===== src/page_writeback_pkg.sv =====
package page_writeback_pkg;

  // register port
  localparam int          REG_AW         = 8;
  localparam int          REG_DW         = 64;
  localparam logic [7:0]  OFF_CONTROL    = 8'h00;
  localparam logic [7:0]  OFF_OPERAND    = 8'h04;
  localparam logic [7:0]  OFF_PAGE       = 8'h08;
  localparam logic [7:0]  OFF_SLOT       = 8'h0c;
  localparam logic [7:0]  OFF_VERSION    = 8'h10;
  localparam logic [7:0]  OFF_RESULT     = 8'h14;
  localparam logic [7:0]  OFF_STATUS     = 8'h18;
  localparam logic [7:0]  OFF_FAULT_ADDR = 8'h1c;
  localparam int          CTRL_START_BIT = 0;

  // status fields
  localparam int ST_BUSY     = 0;
  localparam int ST_DONE     = 1;
  localparam int ST_ZERO     = 2;
  localparam int ST_CARRY    = 3;
  localparam int ST_PARITY   = 4;
  localparam int ST_AUX      = 5;
  localparam int ST_OVERFLOW = 6;
  localparam int ST_SIGN     = 7;
  localparam int ST_GP       = 8;
  localparam int ST_PF       = 9;
  localparam int FLAG_W      = 6;

  // alignment, as log2 of bytes; then header and page size in bytes, counter shift in bits
  localparam int OPERAND_ALIGN_LG = 5;
  localparam int PAGE_ALIGN_LG    = 12;
  localparam int SLOT_ALIGN_LG    = 3;
  localparam int META_ALIGN_LG    = 7;
  localparam int HEADER_BYTES     = 128;
  localparam int PAGE_BYTES       = 4096;
  localparam int COUNTER_SHIFT    = 32;

  // page types
  localparam logic [7:0] enclave_control_type = 8'h00;
  localparam logic [7:0] thread_control_type  = 8'h01;
  localparam logic [7:0] regular_page_type    = 8'h02;
  localparam logic [7:0] version_array_type   = 8'h03;
  localparam logic [7:0] trimmed_page_type    = 8'h04;

  // result codes
  localparam logic [7:0] success_code       = 8'h00;
  localparam logic [7:0] not_blocked_code   = 8'h01;
  localparam logic [7:0] not_tracked_code   = 8'h02;
  localparam logic [7:0] slot_occupied_code = 8'h03;
  localparam logic [7:0] child_present_code = 8'h04;

  typedef struct packed {
    logic        valid;
    logic [7:0]  ptype;
    logic [2:0]  access_permissions;
    logic        pending;
    logic        modified;
    logic        permission_restrict_bit;
    logic        blocked;
    logic [63:0] lin_addr;
  } page_map_entry_t;

  typedef struct packed {
    logic [63:0] lin_addr;
    logic [63:0] ctrl_ptr;
    logic [63:0] meta_ptr;
    logic [63:0] src_ptr;
  } operand_block_t;

  typedef struct packed {
    logic [63:0] enclave_identifier;
    logic [63:0] self_identifier;
    logic        blocking_ok;
    logic        tracking_ok;
    logic        child_present;
  } owner_info_t;

  typedef struct packed {
    logic target_busy;
    logic slot_busy;
    logic ctrl_busy;
    logic slot_page_changing;
    logic tracking_busy;
  } concurrency_t;

  typedef struct packed {
    logic [63:0] lin_addr;
    logic [7:0]  ptype;
    logic [2:0]  access_permissions;
    logic        pending;
    logic        modified;
    logic        permission_restrict_bit;
    logic [63:0] enclave_identifier;
  } auth_header_t;

  typedef struct packed {
    logic [7:0]   ptype;
    logic [2:0]   access_permissions;
    logic         pending;
    logic         modified;
    logic         permission_restrict_bit;
    logic [63:0]  enclave_identifier;
    logic [127:0] tag;
  } page_crypto_metadata_t;

  typedef enum logic [2:0] {
    ST_IDLE    = 3'b000,
    ST_CHECK   = 3'b001,
    ST_ENCRYPT = 3'b011,
    ST_WRITE   = 3'b010,
    ST_INVAL   = 3'b110,
    ST_FINISH  = 3'b111
  } wb_state_t;

endpackage : page_writeback_pkg


===== src/enclave_page_writeback.sv =====
// The implementer's own choices: the strobed register port and the register offsets.
`timescale 1ns/1ps

// What this block does
// - misaligned operand block or page: gp fault
// - page outside the protected page cache: page fault
// - misaligned slot: gp fault; slot outside the cache: page fault
// - page and slot in one protected page: gp fault
// - nonzero operand fields or misaligned pointers: gp fault
// - target, slot or control page busy, or slot page changing: gp
// - invalid target or bad version slot page: page fault
// - child page with bad prior blocking step: gp fault
// - unblocked child page: not-blocked code, zero flag, no writes
// - tracking incomplete: not-tracked code, zero flag, no writes
// - child page: owner identifier into header and metadata
// - control page with children: child-present; else header id zero
// - version array page: both identifiers zero
// - header cleared, then filled from the target entry
// - gcm encryption, counter is version shifted by 32, header as aad
// - metadata fields written, reserved zeroed, address returned
// - occupied slot: slot-occupied code and carry, slot still written
// - other flags cleared, result zeroed before the type checks
// - tracking resource in use: gp fault
// - eviction only at the most privileged level
module enclave_page_writeback #(
  parameter logic [63:0] CACHE_BASE = 64'h0000_0000_8000_0000,
  parameter logic [63:0] CACHE_SIZE = 64'h0000_0000_0100_0000
) (
  input  wire logic                                      clk,
  input  wire logic                                      rst,
  input  wire logic [page_writeback_pkg::REG_AW-1:0]     reg_addr,
  input  wire logic [page_writeback_pkg::REG_DW-1:0]     reg_wdata,
  input  wire logic                                      reg_wr,
  input  wire logic                                      reg_rd,
  output logic      [page_writeback_pkg::REG_DW-1:0]     reg_rdata,
  input  wire logic [1:0]                                priv_level,
  input  wire page_writeback_pkg::operand_block_t        operand_block,
  input  wire page_writeback_pkg::page_map_entry_t       target_entry,
  input  wire page_writeback_pkg::page_map_entry_t       slot_page_entry,
  input  wire page_writeback_pkg::owner_info_t           owner_info,
  input  wire page_writeback_pkg::concurrency_t          concurrency,
  input  wire logic [63:0]                               slot_value,
  output logic                                           gcm_start,
  output logic [95:0]                                    gcm_counter,
  output page_writeback_pkg::auth_header_t               gcm_header,
  output logic [63:0]                                    gcm_src_addr,
  output logic [63:0]                                    gcm_dst_addr,
  input  wire logic                                      gcm_done,
  input  wire logic [127:0]                              gcm_tag,
  output logic                                           meta_wr,
  output logic [63:0]                                    meta_addr,
  output page_writeback_pkg::page_crypto_metadata_t      meta_data,
  output logic                                           lin_return_wr,
  output logic [63:0]                                    lin_return,
  output logic                                           slot_wr,
  output logic [63:0]                                    slot_addr,
  output logic [63:0]                                    slot_wdata,
  output logic                                           map_invalidate,
  output logic [63:0]                                    map_invalidate_addr,
  output logic                                           fault_gp,
  output logic                                           fault_pf,
  output logic [63:0]                                    fault_addr,
  output logic                                           busy
);
  import page_writeback_pkg::*;

  function automatic logic is_aligned(input logic [63:0] a,
                                      input int unsigned lg);
    logic [63:0] mask;
    mask = (64'h1 << lg) - 64'h1;
    return (a & mask) == 64'h0;
  endfunction : is_aligned

  function automatic logic in_cache(input logic [63:0] a);
    return (a >= CACHE_BASE) && (a < CACHE_BASE + CACHE_SIZE);
  endfunction : in_cache

  function automatic logic child_type(input logic [7:0] t);
    return (t == regular_page_type) || (t == thread_control_type) ||
           (t == trimmed_page_type);
  endfunction : child_type

  wb_state_t    state_reg, state_next;
  logic [63:0]  operand_addr_reg;
  logic [63:0]  page_addr_reg;
  logic [63:0]  slot_addr_reg;
  logic [63:0]  version_value_reg;
  logic [7:0]   result_reg;
  logic [FLAG_W-1:0] flags_reg;
  logic         done_reg;
  logic         gp_reg;
  logic         pf_reg;
  logic [63:0]  fault_addr_reg;
  logic [63:0]  hdr_id_reg;
  logic [63:0]  meta_id_reg;
  logic [63:0]  meta_ptr_reg;
  logic [63:0]  src_ptr_reg;
  logic         start_cmd;

  // decision made in the check cycle
  logic         chk_gp;
  logic         chk_pf;
  logic [63:0]  chk_faddr;
  logic         chk_stop;
  logic [7:0]   chk_code;
  logic [63:0]  chk_hdr_id;
  logic [63:0]  chk_meta_id;

  assign start_cmd = reg_wr && (reg_addr == OFF_CONTROL) &&
                     reg_wdata[CTRL_START_BIT] && (state_reg == ST_IDLE);

  // operand registers, writable only while idle
  always_ff @(posedge clk) begin
    if (rst) begin
      operand_addr_reg  <= 64'h0;
      page_addr_reg     <= 64'h0;
      slot_addr_reg     <= 64'h0;
      version_value_reg <= 64'h0;
    end else if (reg_wr && state_reg == ST_IDLE) begin
      case (reg_addr)
        OFF_OPERAND: operand_addr_reg  <= reg_wdata;
        OFF_PAGE:    page_addr_reg     <= reg_wdata;
        OFF_SLOT:    slot_addr_reg     <= reg_wdata;
        OFF_VERSION: version_value_reg <= reg_wdata;
        default: ;
      endcase
    end
  end

  // checks in order, first failing one wins
  always_comb begin
    chk_gp       = 1'b0;
    chk_pf       = 1'b0;
    chk_faddr    = 64'h0;
    chk_stop     = 1'b0;
    chk_code     = success_code;
    chk_hdr_id   = 64'h0;
    chk_meta_id  = 64'h0;
    if (priv_level != 2'b00) begin
      chk_gp = 1'b1;
    end else if (!is_aligned(operand_addr_reg, OPERAND_ALIGN_LG) ||
                 !is_aligned(page_addr_reg, PAGE_ALIGN_LG)) begin
      chk_gp = 1'b1;
    end else if (!in_cache(page_addr_reg)) begin
      chk_pf    = 1'b1;
      chk_faddr = page_addr_reg;
    end else if (!is_aligned(slot_addr_reg, SLOT_ALIGN_LG)) begin
      chk_gp = 1'b1;
    end else if (!in_cache(slot_addr_reg)) begin
      chk_pf    = 1'b1;
      chk_faddr = slot_addr_reg;
    end else if (page_addr_reg[63:PAGE_ALIGN_LG] ==
                 slot_addr_reg[63:PAGE_ALIGN_LG]) begin
      chk_gp = 1'b1;
    end else if (operand_block.lin_addr != 64'h0 ||
                 operand_block.ctrl_ptr != 64'h0) begin
      chk_gp = 1'b1;
    end else if (!is_aligned(operand_block.meta_ptr, META_ALIGN_LG) ||
                 !is_aligned(operand_block.src_ptr, PAGE_ALIGN_LG)) begin
      chk_gp = 1'b1;
    end else if (concurrency.target_busy || concurrency.slot_busy ||
                 concurrency.ctrl_busy || concurrency.slot_page_changing) begin
      chk_gp = 1'b1;
    end else if (concurrency.tracking_busy) begin
      chk_gp = 1'b1;
    end else if (!target_entry.valid) begin
      chk_pf    = 1'b1;
      chk_faddr = page_addr_reg;
    end else if (!slot_page_entry.valid ||
                 slot_page_entry.ptype != version_array_type) begin
      chk_pf    = 1'b1;
      chk_faddr = slot_addr_reg;
    end else if (child_type(target_entry.ptype) &&
                 !owner_info.blocking_ok) begin
      chk_gp = 1'b1;
    end else if (child_type(target_entry.ptype)) begin
      if (!target_entry.blocked) begin
        chk_stop = 1'b1;
        chk_code = not_blocked_code;
      end else if (!owner_info.tracking_ok) begin
        chk_stop = 1'b1;
        chk_code = not_tracked_code;
      end else begin
        chk_hdr_id   = owner_info.enclave_identifier;
        chk_meta_id  = owner_info.enclave_identifier;
      end
    end else if (target_entry.ptype == enclave_control_type) begin
      if (owner_info.child_present) begin
        chk_stop = 1'b1;
        chk_code = child_present_code;
      end else begin
        chk_hdr_id   = 64'h0;
        chk_meta_id  = owner_info.self_identifier;
      end
    end else if (target_entry.ptype == version_array_type) begin
      chk_hdr_id   = 64'h0;
      chk_meta_id  = 64'h0;
    end else begin
      chk_pf    = 1'b1;
      chk_faddr = page_addr_reg;
    end
  end

  // sequencer
  always_comb begin
    state_next = state_reg;
    case (state_reg)
      ST_IDLE:    state_next = start_cmd ? ST_CHECK : ST_IDLE;
      ST_CHECK:   state_next = (chk_gp || chk_pf || chk_stop) ?
                               ST_FINISH : ST_ENCRYPT;
      ST_ENCRYPT: state_next = gcm_done ? ST_WRITE : ST_ENCRYPT;
      ST_WRITE:  state_next = ST_INVAL;
      ST_INVAL:  state_next = ST_FINISH;
      ST_FINISH: state_next = ST_IDLE;
      default:   state_next = ST_IDLE;
    endcase
  end

  always_ff @(posedge clk) begin
    if (rst) begin
      state_reg <= ST_IDLE;
    end else begin
      state_reg <= state_next;
    end
  end

  // result code and flags
  always_ff @(posedge clk) begin
    if (rst) begin
      result_reg <= success_code;
      flags_reg  <= '0;
    end else if (state_reg == ST_CHECK && !chk_gp && !chk_pf) begin
      result_reg <= chk_code;
      flags_reg  <= FLAG_W'(chk_stop);
    end else if (state_reg == ST_WRITE && slot_value != 64'h0) begin
      result_reg <= slot_occupied_code;
      flags_reg[ST_CARRY - ST_ZERO] <= 1'b1;
    end
  end

  // fault capture and completion
  always_ff @(posedge clk) begin
    if (rst) begin
      gp_reg         <= 1'b0;
      pf_reg         <= 1'b0;
      fault_addr_reg <= 64'h0;
      done_reg       <= 1'b0;
    end else if (start_cmd) begin
      gp_reg   <= 1'b0;
      pf_reg   <= 1'b0;
      done_reg <= 1'b0;
    end else if (state_reg == ST_CHECK) begin
      gp_reg         <= chk_gp;
      pf_reg         <= chk_pf;
      fault_addr_reg <= chk_faddr;
    end else if (state_reg == ST_FINISH) begin
      done_reg <= 1'b1;
    end
  end

  // identifiers and pointers kept for the later cycles
  always_ff @(posedge clk) begin
    if (rst) begin
      hdr_id_reg   <= 64'h0;
      meta_id_reg  <= 64'h0;
      meta_ptr_reg <= 64'h0;
      src_ptr_reg  <= 64'h0;
    end else if (state_reg == ST_CHECK) begin
      hdr_id_reg   <= chk_hdr_id;
      meta_id_reg  <= chk_meta_id;
      meta_ptr_reg <= operand_block.meta_ptr;
      src_ptr_reg  <= operand_block.src_ptr;
    end
  end

  // encryption request
  always_ff @(posedge clk) begin
    if (rst) begin
      gcm_start    <= 1'b0;
      gcm_counter  <= 96'h0;
      gcm_header   <= '0;
      gcm_src_addr <= 64'h0;
      gcm_dst_addr <= 64'h0;
    end else begin
      gcm_start <= (state_reg == ST_CHECK) && (state_next == ST_ENCRYPT);
      if (state_reg == ST_CHECK && state_next == ST_ENCRYPT) begin
        gcm_counter  <= {version_value_reg, 32'h0};
        gcm_header   <= '{target_entry.lin_addr, target_entry.ptype,
          target_entry.access_permissions, target_entry.pending,
          target_entry.modified, target_entry.permission_restrict_bit,
          chk_hdr_id};
        gcm_src_addr <= page_addr_reg;
        gcm_dst_addr <= operand_block.src_ptr;
      end
    end
  end

  // metadata, returned address and version slot writes
  always_ff @(posedge clk) begin
    if (rst) begin
      meta_wr       <= 1'b0;
      meta_addr     <= 64'h0;
      meta_data     <= '0;
      lin_return_wr <= 1'b0;
      lin_return    <= 64'h0;
      slot_wr       <= 1'b0;
      slot_addr     <= 64'h0;
      slot_wdata    <= 64'h0;
    end else begin
      meta_wr       <= (state_reg == ST_ENCRYPT) && gcm_done;
      lin_return_wr <= (state_reg == ST_ENCRYPT) && gcm_done;
      slot_wr       <= (state_reg == ST_WRITE);
      if (state_reg == ST_ENCRYPT && gcm_done) begin
        meta_addr <= meta_ptr_reg;
        meta_data <= '{target_entry.ptype, target_entry.access_permissions,
          target_entry.pending, target_entry.modified,
          target_entry.permission_restrict_bit, meta_id_reg,
          gcm_tag};
        lin_return <= target_entry.lin_addr;
      end
      if (state_reg == ST_WRITE) begin
        slot_addr  <= slot_addr_reg;
        slot_wdata <= version_value_reg;
      end
    end
  end

  // page map entry release after the slot write
  always_ff @(posedge clk) begin
    if (rst) begin
      map_invalidate      <= 1'b0;
      map_invalidate_addr <= 64'h0;
    end else begin
      map_invalidate <= (state_reg == ST_INVAL);
      if (state_reg == ST_INVAL) begin
        map_invalidate_addr <= page_addr_reg;
      end
    end
  end

  // fault pulses leave with the check result
  always_ff @(posedge clk) begin
    if (rst) begin
      fault_gp   <= 1'b0;
      fault_pf   <= 1'b0;
      fault_addr <= 64'h0;
    end else begin
      fault_gp <= (state_reg == ST_CHECK) && chk_gp;
      fault_pf <= (state_reg == ST_CHECK) && chk_pf;
      if (state_reg == ST_CHECK) begin
        fault_addr <= chk_faddr;
      end
    end
  end

  assign busy = (state_reg != ST_IDLE);

  // register read, data one cycle after the strobe
  always_ff @(posedge clk) begin
    if (rst) begin
      reg_rdata <= '0;
    end else if (reg_rd) begin
      reg_rdata <= '0;
      case (reg_addr)
        OFF_OPERAND:    reg_rdata <= operand_addr_reg;
        OFF_PAGE:       reg_rdata <= page_addr_reg;
        OFF_SLOT:       reg_rdata <= slot_addr_reg;
        OFF_VERSION:    reg_rdata <= version_value_reg;
        OFF_RESULT:     reg_rdata <= {56'h0, result_reg};
        OFF_FAULT_ADDR: reg_rdata <= fault_addr_reg;
        OFF_STATUS: begin
          reg_rdata[ST_BUSY]              <= busy;
          reg_rdata[ST_DONE]              <= done_reg;
          reg_rdata[ST_SIGN:ST_ZERO]      <= flags_reg;
          reg_rdata[ST_GP]                <= gp_reg;
          reg_rdata[ST_PF]                <= pf_reg;
        end
        default: ;
      endcase
    end else begin
      reg_rdata <= '0;
    end
  end

endmodule : enclave_page_writeback


===== config.mk =====
export PLATFORM = sky130hd
export DESIGN_NAME = enclave_page_writeback
export DESIGN_NICKNAME = d
export VERILOG_FILES = /design/src/page_writeback_pkg.sv /design/src/enclave_page_writeback.sv
export SDC_FILE = /design/constraint.sdc
export NUM_CORES = 2
export LEC_CHECK = 0
export BUFFER_PORTS_ARGS = -buffer_cell sky130_fd_sc_hd__buf_2
export CORE_AREA = 2 2 727 729
export CTS_BUF_LIST = sky130_fd_sc_hd__clkbuf_8
export DETAILED_ROUTE_END_ITERATION = 10
export DIE_AREA = 0 0 729 731
export HOLD_SLACK_MARGIN = 0.05
export PLACE_DENSITY = 0.31
export SLEW_MARGIN = 20
export SYNTH_ARGS = -nofsm -noshare
export SYNTH_HDL_FRONTEND = slang
export SYNTH_SLANG_ARGS = --single-unit

===== constraint.sdc =====
create_clock -name clk -period 2.9 [get_ports clk]
set_input_delay 0.435 -clock clk [delete_from_list [all_inputs] [get_ports clk]]
set_output_delay 0.435 -clock clk [all_outputs]
set_load 0.005 [all_outputs]

[Word-level counts from Yosys, hierarchy flattened]
Index checks and enable logic that the tools add are counted.
Storage, ports and cells
  bits in read-only memories: 0
  RAM bits: 0
  memories kept: 0
  bits of input ports: 823
  latch bits: 0
  flip-flop bits (word level): 1458
  word-level logic and storage cells: 247
Cells by class
  shifts and indexed selects: 0
  add/sub/neg operators: 0
  $lt $le $gt $ge: 4
  div/mod/pow operators: 0
  mux-type cells: 121
  eq/ne operators: 19
  multipliers: 0
  reduce and logical (&&, ||, !) cells: 56
  bitwise logic cells: 3
Operator list (count)
  two-way mux 64 bit: 48
  logical NOT 64 bit: 5
  one-hot mux 54 bit (5 select lines): 1
  nonzero test 64 bit: 3
  >= comparator 64 x 32 -> 1 bit, second input constant: 2
  < comparator 64 x 32 -> 1 bit, second input constant: 2
  two-way mux 8 bit: 16
  one-hot mux 10 bit (7 select lines): 1
  equality test 52 bit: 1
  two-way mux 1 bit: 49
  equality test 8 x 5 -> 1 bit, second input constant: 4
  equality test 8 x 2 -> 1 bit, second input constant: 2
  equality test 8 x 3 -> 1 bit, second input constant: 2
  equality test 8 x 4 -> 1 bit, second input constant: 2
  logical NOT 8 bit: 2
  one-hot mux 3 bit (5 select lines): 1
  logical AND 1 bit: 14
  AND reduction 2 bit: 6
  logical OR 1 bit: 11
  equality test 3 x 2 -> 1 bit, second input constant: 3
  two-way mux 3 bit: 3
  equality test 8 x 1 -> 1 bit, second input constant: 1
  logical NOT 1 bit: 8
  != test 8 x 2 -> 1 bit, second input constant: 1
  8 further kinds: 15

[Longest topological paths before layout]
  word-level depth: 23
  depth in mapped cells: 12

[Worst setup path before layout]
Ideal clock, no wire load.
  kind: input to register
  start point: in target_entry[74] (netlist name)
  end point: reg gcm_counter[32]
  data arrival time: 2.798 ns
  stages: 10
  required time: 2.768 ns
  slack: -0.030 ns
  path buffers: 3
  path through: or4_4 or2_4 or3b_1 and4bb_1 or4b_1 buf_4 buf_6 buf_6 nand2_1 a21oi_1
On the way
  word-level cells in the longest chain between the ends: 23
  elaborated cells between the ends (all ways): 58
Ends and longest elaborated chain
  from (decl): RTL line enclave_page_writeback.sv:38  | input wire page_writeback_pkg::page_map_entry_t target_entry,
  equality test 8 x 2 -> 1 bit, or another cell as far along: RTL line enclave_page_writeback.sv:195  | end else if (target_entry.ptype == version_array_type) begin
  two-way mux 1 bit or logical OR 1 bit (tied branches): RTL line enclave_page_writeback.sv:195, enclave_page_writeback.sv:79
  two-way mux 1 bit or logical OR 1 bit (tied branches): RTL line enclave_page_writeback.sv:187, enclave_page_writeback.sv:79
  two-way mux 1 bit or logical AND 1 bit (tied branches): RTL line enclave_page_writeback.sv:176, enclave_page_writeback.sv:173
  two-way mux 1 bit: RTL line enclave_page_writeback.sv:173  | end else if (child_type(target_entry.ptype) &&
  two-way mux 1 bit: RTL line enclave_page_writeback.sv:169  | end else if (!slot_page_entry.valid ||
  two-way mux 1 bit: RTL line enclave_page_writeback.sv:166  | end else if (!target_entry.valid) begin
  two-way mux 1 bit: RTL line enclave_page_writeback.sv:164  | end else if (concurrency.tracking_busy) begin
  (+7 left out)
  two-way mux 1 bit: RTL line enclave_page_writeback.sv:141  | end else if (!is_aligned(operand_addr_reg, OPERAND_ALIGN_LG) ||
  two-way mux 1 bit: RTL line enclave_page_writeback.sv:139  | if (priv_level != 2'b00) begin
  logical OR 1 bit: RTL line enclave_page_writeback.sv:209  | ST_CHECK: state_next = (chk_gp || chk_pf || chk_stop) ?
  logical OR 1 bit (*): RTL line enclave_page_writeback.sv:209
  two-way mux 3 bit (*): RTL line enclave_page_writeback.sv:209
  one-hot mux 3 bit (5 select lines) (*): RTL line enclave_page_writeback.sv:207  | case (state_reg)
  equality test 3 x 2 -> 1 bit (*): RTL line enclave_page_writeback.sv:286  | if (state_reg == ST_CHECK && state_next == ST_ENCRYPT) begin
  logical AND 1 bit (*): RTL line enclave_page_writeback.sv:286
  to (signal assigned): RTL line enclave_page_writeback.sv:287  | gcm_counter <= {version_value_reg, 32'h0};
  to (decl): RTL line enclave_page_writeback.sv:44  | output logic [95:0] gcm_counter,
Mark *: on every way between the ends. The rest lies on a longest branch, timed or not.
A chain may end at the register's enable or synchronous reset.

[Final worst setup path]
  start point: reg page_addr_reg[43]
  end point: reg gcm_dst_addr[51]
On the way
  word-level cells in the longest chain between the ends: 13
  elaborated cells between the ends (all ways): 28
Ends and longest elaborated chain
  from (decl): RTL line enclave_page_writeback.sv:85  | logic [63:0] page_addr_reg;
  from (signal assigned): RTL line enclave_page_writeback.sv:122  | OFF_PAGE: page_addr_reg <= reg_wdata;
  parallel branches: the longest is 8 deep, another holds >= comparator 64 x 32 -> 1 bit
  logical OR 1 bit (*): RTL line enclave_page_writeback.sv:209
  two-way mux 3 bit (*): RTL line enclave_page_writeback.sv:209
  one-hot mux 3 bit (5 select lines) (*): RTL line enclave_page_writeback.sv:207
  equality test 3 x 2 -> 1 bit (*): RTL line enclave_page_writeback.sv:286
  logical AND 1 bit (*): RTL line enclave_page_writeback.sv:286
  to (signal assigned): RTL line enclave_page_writeback.sv:293  | gcm_dst_addr <= operand_block.src_ptr;
  to (decl): RTL line enclave_page_writeback.sv:47  | output logic [63:0] gcm_dst_addr,
Every way passes the cells marked *.

==> metrics.cfg <==
[status]
status = complete, but fails checks
violations = negative setup slack

[grt]
grt_pass1_vias = 58100
grt.total_usage_pct = 15.7
antenna_found_initial = 231
grt_start_max_net_pins = 139
grt_overflow = 0
grt_pass1_wl_microns = 569000

[clocking]
tritoncts = built
clockBufferDepth = 4
ctsHtreeMaxLevel = 5
cts.sinks = 1453
cts_made_buffers = 309
cts.reportedPaths.clkPinSlew_ns = 0.06
root_buffer_selected_by_cts = clkbuf_8
clk_latency_ns = 1.11

[placed_design]
dp_hpwl_microns = 353000
io_buf_count = 1747
placed_insts = 15200
routabilityCongestion = 0.885

[yosys]
synth-warning-count = 0
synthesis.instances = 6470
netlist-cell-type-count = 55
postSynth.topFlopCell = dfxtp_1
post_synth_instance_area_sq_mm = 0.0530
post_synth.cell_area_avg_sq_um = 8.19
postSynthRegisterBits = 1453
yosysSeqAreaShare_pct = 54.9
postSynth.asyncResetShare_pct = 0
number_of_enable_flip_flop_cells_after_synthesis = 0

[critical_path]
crit_path_max_fanout = 18
path_class = reg2reg
critical_path_arrival_ns = 4.24
crit_chain = nor4_4, buf_4, nand4_1, or3_1, buf_6, and4bb_1, or4b_4, buf_12, clkbuf_16, nand2_1, a21oi_1
path_delay_family = simple AND/OR/NAND/NOR gates
cp_num_buf_inv = 4
critical_path_required_ns = 3.80
cpMaxStageDelayCell = or4b_4
timing.critical_path.slowest_cell_delay_ns = 0.52
critPathLaunchType = flop
timing.critical_path.to_type = flop

[timing]
timing_worst_slew_pin_value_ns = 1.28
timing.final.setup_violations = 514
final-hold-violation-count = 0
layout_worst_path_cycle_share_pct = 115
slew_viol_final = 0
max_freq_mhz = 300
rsz0062_at_grt = yes
worst_slack_ns = -0.437
finClkSkew_ns = 0.156
worst_slew_margin_rel_pct = 14.6
period_minus_slack_ns = 3.34

[cells_and_area]
layout.cells.most_common_list = nand2_1 (2,217), buf_2 (1,746), dfxtp_1 (1,450)
synthToLayoutAreaGrowth_pct = 66.5
layout.cells.non_filler = 16500
layout_commonest_cell = nand2_1
registers.top_by_ff_count = meta_data
largest_reg_flops = 206
largest_registers = meta_data x206, gcm_header x142
layout_cells_sized_above_1_pct = 30.1
final_net_count = 10000

[hold_path]
hp-class = in2reg

[routing]
drt_first_pass_iters = 9
antenna_nets_post_route = 0
routed-via-count = 60000
drt-total-wl_microns = 446000
vias_per_cell = 3.63
route.detailed.wl_per_inst_microns = 27.0
remaining_drc_errors = 0
initialDrtViolationCount = 4820

[power_and_ir_drop]
total_power_w = 0.0464
max-vdd-ir-drop_mv = 0.331
power.density_mw_per_mm2 = 526
power.leakage_nw = 34.5

[flow_run]
maxCapViolations = 0

[floorplanning]
design.die.area_sq_mm = 0.533
die_w_microns = 729
initial_utilization_pct = 10.1
top_level_ports = 1851
core.rowCount = 267
fp.coreArea_sq_mm = 0.526
die_height_microns = 731

[worst min-delay path, delay by kind of cell]
family | cells | cell delay [ns]
buf+inv | 2 | 0.26
simple gates | 5 | 0.52
compound gates | 1 | 0.05
[stage by stage]
stage	setup TNS (ns)	util, %	area (sq um)	hold WS, ns	worst slack, ns
after CTS	-108.06	16.6	87200	0.0500	-0.383
final	-125.06	16.8	88200	0.234	-0.437
after global routing	-170.36	16.7	88000	0.120	-0.486
after detailed placement	-839.35	13.9	73400	0.441	-1.74
after floorplan	0	-	53100	0.432	0.0111
after global placement	-822.57	13.9	73400	0.438	-1.69
[synthesized netlist by cell type (all sizes together) (2+ instances only)]
| cell | instances | area (sq um) |
|---|---|---|
| or2 | 3 | 21.3 |
| nand4 | 27 | 169 |
| nand2b | 8 | 50.1 |
| or4 | 2 | 18.8 |
| o21a | 4 | 30.0 |
| a21oi | 1172 | 5870 |
| xor2 | 53 | 464 |
| a211oi | 3 | 22.5 |
| nor2 | 103 | 387 |
| a22o | 64 | 561 |
| a22oi | 206 | 1550 |
| or3b | 2 | 17.5 |
| o2bb2ai | 64 | 561 |
| or3 | 3 | 18.8 |
| a31oi | 4 | 25.0 |
| nand3 | 33 | 165 |
| nor3 | 18 | 95.1 |
| and3 | 79 | 494 |
| nand2 | 2220 | 8340 |
| o31ai | 2 | 15.0 |
| nor4 | 99 | 632 |
| inv | 41 | 154 |
| dfxtp | 1453 | 29100 |
| a222oi | 67 | 671 |
| a221oi | 2 | 17.5 |
| nand3b | 2 | 15.0 |
| nor4b | 5 | 80.1 |
| clkbuf | 474 | 1780 |
| buf | 107 | 731 |
| o32ai | 3 | 26.3 |
| a311oi | 42 | 368 |
| o21ai | 92 | 460 |
| nor2b | 3 | 18.8 |
[final timing paths]
kind | end | depth (start not counted) | startpoint | slack, ns
worst max-delay path | gcm_dst_addr[51] | 11 | page_addr_reg[43] | -0.44
worst min-delay path | result_reg[2] | 8 | slot_value[16] | 0.23
worst max register to register | gcm_dst_addr[51] | 11 | page_addr_reg[43] | -0.44
worst min register to register | meta_data[152] | 2 | meta_id_reg[24] | 0.44
[metal layers]
layer	vias to the layer above	part of all wire, %	track usage (%)
met5	-	0.21	0.162
met4	92	3.3	4.84
met3	735	8.7	5.44
met2	2503	46	25.3
met1	29100	42	19.6
li1	27600	-	-
[timing repair]
item / 4_1_cts / 5_1_grt
gates resized for setup: 75 / 62
hold endpoints to repair: 1048 / 0
endpoints found under the setup margin: 532 / 527
hold buffers: 696 / 0
cloned: 5 / 17
pin swaps: 26 / 15
buffers inserted: 9 / 4
[where the power goes]
group	switching [W]	leakage, nW	internal [W]
Clock	0.0109	3.57	0.0123
Combinational	0.00187	19.3	0.00129
Sequential	0.0000439	11.7	0.0200
Total	0.0128	34.5	0.0336
[final cells by class]
type / instances / area (sq um)
diodes: 104 / 260
clock buffers: 379 / 5220
clock inverters: 155 / 975
fillers: 60200 / 438000
inverters: 42 / 158
multi-input cells: 4425 / 22300
flip-flops and latches: 1453 / 29100
well taps: 6994 / 8750
repair buffers: 2976 / 21500
[cells by family (layout without fill, tap and decap cells)]
kind of cell | count (synthesis) | count (layout) | share of synthesized area, %
simple gates | 2612 | 2612 | 19.9
compound gates | 1728 | 1728 | 19.2
flops | 1453 | 1453 | 54.9
buf+inv | 623 | 3552 | 5.03
xor+xnor | 53 | 53 | 0.876
other cells | 1 | 136 | 0.00708
Note: power is estimated with default switching activity, not from simulation.
